[config.mk]
export PLATFORM = sky130hd
export DESIGN_NAME = cmt_ctrl
export DESIGN_NICKNAME = d
export VERILOG_FILES = /design/src/cmt_pkg.sv /design/src/cmt_clk_switch.sv /design/src/cmt_ctrl.sv
export VERILOG_INCLUDE_DIRS = /design/src
export SDC_FILE = /design/constraint.sdc
export NUM_CORES = 1
export LEC_CHECK = 0
export BUFFER_PORTS_ARGS = -buffer_cell sky130_fd_sc_hd__buf_2
export CAP_MARGIN = 10
export CORE_UTILIZATION = 56
export CTS_BUF_LIST = sky130_fd_sc_hd__clkbuf_8
export DETAILED_ROUTE_END_ITERATION = 16
export HOLD_SLACK_MARGIN = 0.1
export PLACE_DENSITY = 0.82
export SYNTH_ARGS = -nofsm -noshare
export SYNTH_HDL_FRONTEND = slang
export SYNTH_SLANG_ARGS = --single-unit
[constraint.sdc]
create_clock -name clk -period 2.14 [get_ports clk]
set_input_delay 0.321 -clock clk [delete_from_list [all_inputs] [get_ports clk]]
set_output_delay 0.321 -clock clk [all_outputs]
set_load 0.02 [all_outputs]
[src/cmt_consts.svh]
// Constants for the clock operating-mode sequencer
// What this block does
// RULE_01: Software clears stop-detect enable before low-power moves
// RULE_02: Sub clock may feed timers in PLL mode
// RULE_03: PLL mode only entered from/left to high-speed
// RULE_04: Software sets divide-by-8 before on-chip to high-speed
// RULE_05: Leaving stop forces divide-by-8
// RULE_06: Main oscillator stop write forces divide-by-8
// RULE_07: Low-speed entry needs running sub clock
// RULE_08: Divider and sub clock changeable within a mode
// RULE_09: Low power goes only to low-speed, stop, wait
// RULE_10: On-chip low power goes only to on-chip, stop, wait
// RULE_11: Stop bit enters stop; wait instruction enters wait
// RULE_12: Hardware interrupt wakes from stop or wait
// RULE_13: Divider encoding: 1, 2, 4, 16; forced bit gives 8
// RULE_14: Clock source chosen by sub, on-chip, PLL bits
// RULE_15: Disallowed mode changes are ignored entirely
// RULE_16: Clock source switching is glitch-free
`ifndef CMT_CONSTS_SVH
`define CMT_CONSTS_SVH

// Control word width and reset value (divide-by-8 forced, main clock)
`define CMT_CTRL_W      11
`define CMT_CTRL_RST    11'h200

// Divider select codes
`define CMT_DSEL_1      2'h0
`define CMT_DSEL_2      2'h1
`define CMT_DSEL_4      2'h2
`define CMT_DSEL_16     2'h3

// Divider ratios as shown on the ratio output
`define CMT_RATIO_1     5'h01
`define CMT_RATIO_2     5'h02
`define CMT_RATIO_4     5'h04
`define CMT_RATIO_8     5'h08
`define CMT_RATIO_16    5'h10

// One-hot clock source gate positions
`define CMT_SRC_W       4
`define CMT_SRC_MAIN    4'h1
`define CMT_SRC_SUB     4'h2
`define CMT_SRC_PLL     4'h4
`define CMT_SRC_ONCHIP  4'h8
`define CMT_SRC_NONE    4'h0

// Dead time count; all gates stay closed one cycle longer than this between two sources
`define CMT_DEAD_CYC    3

`endif

[src/cmt_pkg.sv]
// Types shared by the clock mode sequencer
package cmt_pkg;
   // Operating modes
   typedef enum logic [2:0] {
      CMT_HMS, CMT_LOWSPD, CMT_LOWPWR, CMT_PLL,
      CMT_OCO, CMT_OCO_LP, CMT_STOP, CMT_WAIT
   } cmt_mode_e;

   // Software control bits
   typedef struct packed {
      logic osc_stop_detect_enable;
      logic div8_force_bit;
      logic main_osc_stop_bit;
      logic sub_osc_on_bit;
      logic sysclk_sub_select;
      logic stop_entry_bit;
      logic pll_route_select;
      logic cpu_div_select_hi;
      logic cpu_div_select_lo;
      logic onchip_osc_select;
      logic pll_enable_bit;
   } cmt_ctrl_s;
endpackage

[src/cmt_clk_switch.sv]
// Break-before-make gate sequencer for the system clock sources
`include "cmt_consts.svh"
module cmt_clk_switch import cmt_pkg::*; #(
   parameter int DEAD = `CMT_DEAD_CYC
) (
   input  wire logic                  clk,
   input  wire logic                  rstn,
   input  wire logic [`CMT_SRC_W-1:0] src_req,
   output logic      [`CMT_SRC_W-1:0] gate_r
);
   logic [3:0] dead_r;   // Remaining closed cycles

   // RULE_16 break before make
   // Close the old gate, hold all closed, then open the new one
   always_ff @(posedge clk or negedge rstn) begin
      if (!rstn) begin
         gate_r <= `CMT_SRC_MAIN;
         dead_r <= 4'h0;
      end else if (src_req != gate_r) begin
         if (gate_r != `CMT_SRC_NONE) begin
            // Old source off first
            gate_r <= `CMT_SRC_NONE;
            dead_r <= 4'(DEAD);
         end else if (dead_r != 4'h0) begin
            // Still settling
            dead_r <= dead_r - 4'h1;
         end else begin
            // New source on
            gate_r <= src_req;
         end
      end
   end

   // RULE_16 no overlap
   property p_gate_clean;
      @(posedge clk) disable iff (!rstn)
      (gate_r != `CMT_SRC_NONE) && ($past(gate_r) != gate_r) |->
         $past(gate_r) == `CMT_SRC_NONE && $past(gate_r, 2) == `CMT_SRC_NONE;
   endproperty
   a_gate_clean: assert property (p_gate_clean) else $error("clock gate opened without dead time"); // RULE_16

   property p_gate_onehot;
      @(posedge clk) disable iff (!rstn) $onehot0(gate_r);
   endproperty
   a_gate_onehot: assert property (p_gate_onehot) else $error("two clock gates open"); // RULE_16
endmodule

[src/cmt_ctrl.sv]
// Clock operating-mode sequencer: transition checks, divider, source select
`include "cmt_consts.svh"
module cmt_ctrl import cmt_pkg::*; #(
   parameter int DEAD = `CMT_DEAD_CYC
) (
   input  wire logic                  clk,
   input  wire logic                  rstn,
   input  wire logic                  ctrl_wr,
   input  wire cmt_ctrl_s             ctrl_wdata,
   input  wire logic                  wait_instr,
   input  wire logic                  hw_irq,
   output cmt_mode_e                  mode_r,
   output cmt_ctrl_s                  ctrl_r,
   output logic      [4:0]            cpu_div_ratio_r,
   output logic                       cpu_clk_run_r,
   output logic                       sub_timer_clk_en_r,
   output logic                       refused_r,
   output logic      [`CMT_SRC_W-1:0] src_gate_r
);
   logic      irq_meta_r;   // Synchroniser first stage
   logic      irq_sync_r;   // Synchroniser second stage
   logic      irq_prev_r;   // Previous synchronised level
   logic      irq_rise;     // Wake event
   cmt_mode_e ret_mode_r;   // Mode to resume after stop or wait
   cmt_mode_e tgt;          // Mode the written bits ask for
   logic      halted;       // In stop or wait
   logic      wake;         // Interrupt while halted
   logic      wr_ok;        // Write accepted
   logic      wait_ok;      // Wait accepted
   cmt_ctrl_s ctrl_nxt;     // Control word after an accepted write
   logic [`CMT_SRC_W-1:0] src_req;   // Requested clock source

   // RULE_14 source priority
   // Mode that a control word selects
   function automatic cmt_mode_e tgt_mode(input cmt_ctrl_s c);
      if (c.stop_entry_bit)
         tgt_mode = CMT_STOP;
      else if (c.sysclk_sub_select)
         tgt_mode = c.main_osc_stop_bit ? CMT_LOWPWR : CMT_LOWSPD;
      else if (c.onchip_osc_select)
         tgt_mode = c.main_osc_stop_bit ? CMT_OCO_LP : CMT_OCO;
      else if (c.pll_enable_bit && c.pll_route_select)
         tgt_mode = CMT_PLL;
      else
         tgt_mode = CMT_HMS;
   endfunction

   // Transition matrix check
   function automatic logic allowed(input cmt_mode_e cur, input cmt_mode_e nxt, input logic sub_run);
      logic ok;
      ok = 1'b0;
      case (cur)
         // RULE_03 high-speed to PLL; RULE_07 low-speed needs sub clock
         CMT_HMS:    ok = (nxt == CMT_HMS) || (nxt == CMT_PLL) || (nxt == CMT_OCO) ||
                          (nxt == CMT_STOP) || (nxt == CMT_WAIT) || (nxt == CMT_LOWSPD && sub_run);
         CMT_LOWSPD: ok = (nxt != CMT_PLL) && (nxt != CMT_OCO_LP);
         // RULE_09 low power exits
         CMT_LOWPWR: ok = (nxt == CMT_LOWPWR) || (nxt == CMT_LOWSPD) || (nxt == CMT_STOP) ||
                          (nxt == CMT_WAIT);
         // RULE_03 PLL only back to high-speed
         CMT_PLL:    ok = (nxt == CMT_PLL) || (nxt == CMT_HMS);
         CMT_OCO:    ok = (nxt != CMT_PLL) && (nxt != CMT_LOWPWR) && (nxt != CMT_LOWSPD || sub_run);
         // RULE_10 on-chip low power exits
         CMT_OCO_LP: ok = (nxt == CMT_OCO_LP) || (nxt == CMT_OCO) || (nxt == CMT_STOP) ||
                          (nxt == CMT_WAIT);
         default:    ok = 1'b0;
      endcase
      allowed = ok;
   endfunction

   // RULE_13 divider encoding
   function automatic logic [4:0] div_ratio(input cmt_ctrl_s c);
      if (c.div8_force_bit)
         div_ratio = `CMT_RATIO_8;
      else
         case ({c.cpu_div_select_hi, c.cpu_div_select_lo})
            `CMT_DSEL_1: div_ratio = `CMT_RATIO_1;
            `CMT_DSEL_2: div_ratio = `CMT_RATIO_2;
            `CMT_DSEL_4: div_ratio = `CMT_RATIO_4;
            default:     div_ratio = `CMT_RATIO_16;
         endcase
   endfunction

   // Interrupt pin synchroniser and edge detect
   always_ff @(posedge clk or negedge rstn) begin
      if (!rstn) begin
         irq_meta_r <= 1'b0;
         irq_sync_r <= 1'b0;
         irq_prev_r <= 1'b0;
      end else begin
         irq_meta_r <= hw_irq;
         irq_sync_r <= irq_meta_r;
         irq_prev_r <= irq_sync_r;
      end
   end
   assign irq_rise = irq_sync_r & ~irq_prev_r;

   // Request decode
   always_comb begin
      tgt      = tgt_mode(ctrl_wdata);
      halted   = (mode_r == CMT_STOP) || (mode_r == CMT_WAIT);
      // RULE_12 interrupt wakes
      wake     = halted & irq_rise;
      // RULE_15 only matrix moves pass; RULE_08 same mode allowed
      wr_ok    = ctrl_wr & ~halted & allowed(mode_r, tgt, ctrl_r.sub_osc_on_bit);
      wait_ok  = wait_instr & ~ctrl_wr & ~halted & allowed(mode_r, CMT_WAIT, ctrl_r.sub_osc_on_bit);
      ctrl_nxt = ctrl_wdata;
      // RULE_06 main stop forces divide-by-8
      if (ctrl_wdata.main_osc_stop_bit)
         ctrl_nxt.div8_force_bit = 1'b1;
      // RULE_11 stop write touches only the stop bit
      if (ctrl_wdata.stop_entry_bit) begin
         ctrl_nxt = ctrl_r;
         ctrl_nxt.stop_entry_bit = 1'b1;
      end
   end

   // Control word update
   always_ff @(posedge clk or negedge rstn) begin
      if (!rstn) begin
         ctrl_r <= cmt_ctrl_s'(`CMT_CTRL_RST);
      end else if (wake && mode_r == CMT_STOP) begin
         // RULE_05 stop exit forces divide-by-8
         ctrl_r.div8_force_bit <= 1'b1;
         ctrl_r.stop_entry_bit <= 1'b0;
      end else if (wr_ok) begin
         ctrl_r <= ctrl_nxt;
      end
   end

   // Mode state and resume target
   always_ff @(posedge clk or negedge rstn) begin
      if (!rstn) begin
         mode_r     <= CMT_HMS;
         ret_mode_r <= CMT_HMS;
      end else if (wake) begin
         // RULE_12 resume prior mode
         mode_r <= ret_mode_r;
      end else if (wr_ok) begin
         // RULE_11 stop entry and any other accepted written move
         mode_r <= tgt;
         if (tgt == CMT_STOP)
            ret_mode_r <= mode_r;
      end else if (wait_ok) begin
         // RULE_11 wait entry
         mode_r     <= CMT_WAIT;
         ret_mode_r <= mode_r;
      end
   end

   // Refusal flag, one cycle per ignored request
   always_ff @(posedge clk or negedge rstn) begin
      if (!rstn)
         refused_r <= 1'b0;
      else
         refused_r <= (ctrl_wr & ~wr_ok) | (wait_instr & ~wait_ok);
   end

   // Divider ratio, CPU run and sub timer enable
   always_ff @(posedge clk or negedge rstn) begin
      if (!rstn) begin
         cpu_div_ratio_r    <= `CMT_RATIO_8;
         cpu_clk_run_r      <= 1'b1;
         sub_timer_clk_en_r <= 1'b0;
      end else begin
         // RULE_08 divider follows control
         cpu_div_ratio_r    <= div_ratio(ctrl_r);
         cpu_clk_run_r      <= ~halted;
         // RULE_02 sub clock usable by timers
         sub_timer_clk_en_r <= ctrl_r.sub_osc_on_bit && mode_r != CMT_STOP;
      end
   end

   // RULE_14 source per mode
   always_comb begin
      case (mode_r)
         CMT_HMS:                src_req = `CMT_SRC_MAIN;
         CMT_LOWSPD, CMT_LOWPWR: src_req = `CMT_SRC_SUB;
         CMT_PLL:                src_req = `CMT_SRC_PLL;
         CMT_OCO, CMT_OCO_LP:    src_req = `CMT_SRC_ONCHIP;
         CMT_WAIT:               src_req = src_gate_r;
         default:                src_req = `CMT_SRC_NONE;
      endcase
   end

   // Glitch-free source gate
   cmt_clk_switch #(.DEAD(DEAD)) u_switch (
      .clk     (clk),
      .rstn    (rstn),
      .src_req (src_req),
      .gate_r  (src_gate_r)
   );

   property p_pll_entry;
      @(posedge clk) disable iff (!rstn)
      mode_r == CMT_PLL && $past(mode_r) != CMT_PLL |-> $past(mode_r) == CMT_HMS;
   endproperty
   a_pll_entry: assert property (p_pll_entry) else $error("PLL entered from wrong mode"); // RULE_03

   property p_pll_exit;
      @(posedge clk) disable iff (!rstn)
      $past(mode_r) == CMT_PLL && mode_r != CMT_PLL |-> mode_r == CMT_HMS;
   endproperty
   a_pll_exit: assert property (p_pll_exit) else $error("PLL left to wrong mode"); // RULE_03

   property p_stop_exit_div8;
      @(posedge clk) disable iff (!rstn)
      mode_r == CMT_STOP ##1 mode_r != CMT_STOP |-> ctrl_r.div8_force_bit ##1 cpu_div_ratio_r == `CMT_RATIO_8;
   endproperty
   a_stop_exit_div8: assert property (p_stop_exit_div8) else $error("stop exit without divide-by-8"); // RULE_05

   property p_main_stop_div8;
      @(posedge clk) disable iff (!rstn)
      ctrl_r.main_osc_stop_bit |-> ctrl_r.div8_force_bit;
   endproperty
   a_main_stop_div8: assert property (p_main_stop_div8) else $error("main stop without divide-by-8"); // RULE_06

   property p_lowspd_sub;
      @(posedge clk) disable iff (!rstn)
      mode_r == CMT_LOWSPD && ($past(mode_r) == CMT_HMS || $past(mode_r) == CMT_OCO) |->
         $past(ctrl_r.sub_osc_on_bit);
   endproperty
   a_lowspd_sub: assert property (p_lowspd_sub) else $error("low-speed entered with sub clock off"); // RULE_07

   property p_lowpwr_dest;
      @(posedge clk) disable iff (!rstn)
      $past(mode_r) == CMT_LOWPWR && mode_r != CMT_LOWPWR |->
         mode_r inside {CMT_LOWSPD, CMT_STOP, CMT_WAIT};
   endproperty
   a_lowpwr_dest: assert property (p_lowpwr_dest) else $error("bad exit from low power"); // RULE_09

   property p_ocolp_dest;
      @(posedge clk) disable iff (!rstn)
      $past(mode_r) == CMT_OCO_LP && mode_r != CMT_OCO_LP |->
         mode_r inside {CMT_OCO, CMT_STOP, CMT_WAIT};
   endproperty
   a_ocolp_dest: assert property (p_ocolp_dest) else $error("bad exit from on-chip low power"); // RULE_10

   property p_wake;
      @(posedge clk) disable iff (!rstn)
      halted && irq_rise |=> !(mode_r inside {CMT_STOP, CMT_WAIT}) ##1 cpu_clk_run_r;
   endproperty
   a_wake: assert property (p_wake) else $error("interrupt did not wake"); // RULE_12

   // A wait refused beside an accepted write may still see the write move state
   property p_refused_hold;
      @(posedge clk) disable iff (!rstn)
      refused_r && !$past(wake) && !$past(wr_ok) |-> $stable(mode_r) && $stable(ctrl_r);
   endproperty
   a_refused_hold: assert property (p_refused_hold) else $error("refused request changed state"); // RULE_15

   property p_div_code;
      @(posedge clk) disable iff (!rstn)
      !ctrl_r.div8_force_bit && {ctrl_r.cpu_div_select_hi, ctrl_r.cpu_div_select_lo} == `CMT_DSEL_16 |=>
         cpu_div_ratio_r == `CMT_RATIO_16;
   endproperty
   a_div_code: assert property (p_div_code) else $error("divide-by-16 code wrong"); // RULE_13
endmodule

==> metrics.txt <==
Reg clk slew, reported paths around 0.07 ns; Max Cap Viol 0; Root Driver clkbuf_8; critical path's slowest cell dfrtp_1; GRT overflow 0; initial antenna violation count 0; largest stage delay on the critical path between 0.4 and 0.5 ns; # IOs between 40 and 50; Cells after Synth roughly 160; power per cell area between 1000 and 1500 nW/µm²; Post-CTS Repair Setup Buffers 0; DR WL/cell between 15 and 20 µm; die area around 3600 µm²; Final Cycle Share slightly below 100%; critical path cell sequence or2_2 -> nor4_1 -> a211oi_4 -> nor2_4 -> mux2_4; WS Path Type flip-flop to flip-flop; Fin. Hold Viols 0; clock sink count 36; Final Non-Filler Cells ~250; htree depth 2; Worst slew margin between 40% and 50%; total power approximately 0.0033 W; initial core utilization 60.0%; synth warn 0; DR vias/cell ~5.7; post-synthesis cell area approximately 1900 µm²; port bufs approximately 40; final slew viol count 0; Yosys top cell area share roughly 43%; Layout area overhead 20.2%; Fin Hold WS 0.105 ns; dpl ws ~0.11 ns; final setup violation count 0; proportion of layout cells with a drive suffix above 1 about 45%; Max VDD drop between 0.9 and 1 mV; Die H about 60 µm; Leak Pwr about 1.0 nW; most frequent cells after synthesis dfrtp_1, inv_1, nor2_1, a21oi_1, mux2_4; Clock Latency Late Sink around 0.29 ns; syn nets between 150 and 200; final net count around 230; fin util slightly above 70%; Max Root-Sink Buffers 2; mean area per synthesized cell 11.9 µm²; post-synth cell types 57; area occupied by multi-input gates approximately 850 µm²; Critical Path AT between 2 and 2.5 ns; dominant cell type by area after synthesis dfrtp_1; DP HPWL ~2.9 mm; CTS tree built; fin worst setup slack approximately 0.064 ns; number of synthesized register bits 36; post-synthesis sequential area ratio roughly half; floorplan row count 20; async set-reset flop share out of synthesis 100%; Post-synth EDFFs 0; largest net degree at the start of global routing 37; total CTS buffers 5; Post-route DRC 0; 1st-pass router iterations 4; core box area 3100 µm²; Setup Skew approximately 0.0099 ns; predominant post-synthesis flop cell dfrtp_1; post-route ant nets 0; Post-Place Cells ~250; min Tclk post-route around 2.1 ns; Max Clock Freq between 400 and 500 MHz; most numerous cell in the Yosys netlist dfrtp_1; worst endpoint required time between 2 and 2.5 ns; total number of vias around 1.4k; Ant. Diodes 0; WL final between 3 and 4 mm; outcome finished clean; DIE WIDTH approximately 60 µm; register area approximately 900 µm²; # hold bufs at CTS 0; Synth area leaders dfrtp_1, dfstp_2, mux2_4; vias in the first global route about 1.4k; routability congestion estimate ~0.85; Worst Path Max Fanout 11; first-pass GRT wire length ~6.2 mm; Setup crit end kind flip-flop; PostCTS Resize Cnt 0; Filler cells 232; Least-Margin Pin Slew 0.786 ns; worst min-delay path category input pin to async pin; GRT Total Usage about 24%; Starting DRT DRC Count 60; critical path launch point type flip-flop
==> cells in the final DEF (no fill, tap or decap), types with 2 or more instances in the layout <==
| cell | instances |
|---|---|
| o2bb2ai_1 | 3 |
| o21ai_0 | 2 |
| nor2_1 | 10 |
| nor3_1 | 4 |
| o21a_1 | 2 |
| mux2_2 | 6 |
| nand2_1 | 4 |
| o22ai_1 | 2 |
| buf_4 | 10 |
| a21oi_1 | 8 |
| a221oi_2 | 3 |
| dfrtp_1 | 32 |
| buf_2 | 41 |
| clkbuf_8 | 7 |
| nor3b_1 | 3 |
| a32o_1 | 2 |
| mux2_4 | 7 |
| nor2b_1 | 4 |
| nand2b_1 | 4 |
| ha_1 | 2 |
| or2b_2 | 2 |
| inv_1 | 12 |
| dfstp_2 | 4 |
==> cell type report <==
| cell class | count | share of cell area (%) |
|---|---|---|
| tap | 44 | 2.46 |
| inverter | 12 | 2.01 |
| timing repair buffer | 51 | 12.5 |
| multi-input combinational | 102 | 38.0 |
| sequential | 36 | 40.5 |
| clock inverter | 1 | 0.168 |
| clock buffer | 7 | 4.31 |
==> where the power goes <==
group | leakage (nW) | switching [W] | internal, W | total [W]
Combinational | 0.564 | 0.000894 | 0.000760 | 0.00165
Sequential | 0.428 | 0.000221 | 0.000942 | 0.00116
Clock | 0.0557 | 0.000228 | 0.000289 | 0.000517
Total | 1.05 | 0.00134 | 0.00199 | 0.00333
==> registers in the layout, indices dropped and copies added, names as in the netlist <==
signal,cells
cpu_clk_run_r,1
cpu_div_ratio_r,5
ctrl_r,11
irq_meta_r,1
irq_prev_r,1
irq_sync_r,1
mode_r,3
refused_r,1
ret_mode_r,3
sub_timer_clk_en_r,1
u_switch.dead_r,4
u_switch.gate_r,4
==> cells by family (layout without fill, tap and decap cells) <==
logic type / Yosys count / count (layout) / synth area share, %
buffers and inverters: 18 / 71 / 6.12
flip-flops: 36 / 36 / 48.7
XOR/XNOR: 1 / 1 / 0.471
AO/OA/AOI/OAI: 41 / 41 / 19.4
adder cells (fa/ha/maj): 2 / 2 / 1.34
AND/OR/NAND/NOR: 44 / 44 / 14.2
multiplexers: 14 / 14 / 9.81
==> critical path, delay by kind of cell, from the launching register on <==
kind	cells	cell delay (ns)
simple gates	3	1.01
compound gates	1	0.14
flops	1	0.49
mux	1	0.31
==> worst paths after layout <==
check / startpoint / endpoint / slack, ns / cells after the start
setup / recovery: mode_r[2]$_DFFE_PN0P_ / u_switch.gate_r[2]$_DFFE_PN0P_ / 0.06 / 5
setup reg to reg: mode_r[2]$_DFFE_PN0P_ / u_switch.gate_r[2]$_DFFE_PN0P_ / 0.06 / 5
hold reg to reg: irq_meta_r$_DFF_PN0_ / irq_sync_r$_DFF_PN0_ / 0.35 / 0
max in group asynchronous: rstn / ctrl_r[5]$_DFFE_PN0P_ / 1.52 / 1
hold / removal: rstn / sub_timer_clk_en_r$_DFF_PN0_ / 0.11 / 1
min in group clk: hw_irq / irq_meta_r$_DFF_PN0_ / 0.14 / 1
==> stage by stage <==
stage,setup TNS (ns),cell area (µm²)
2_1_floorplan,0,1860
3_5_place_dp,0,2130
4_1_cts,0,2230
3_3_place_gp,0,2130
5_1_grt,-0.0104,2240
6_report,0,2240
==> metal layers <==
layer / global-route usage (%) / share of wire [%]
met1: 29.8 / 44
met4: 9.97 / 2.4
met2: 38.9 / 48
met5: 0 / 0
met3: 7.36 / 5.3
(Power assumes the default switching activity.)
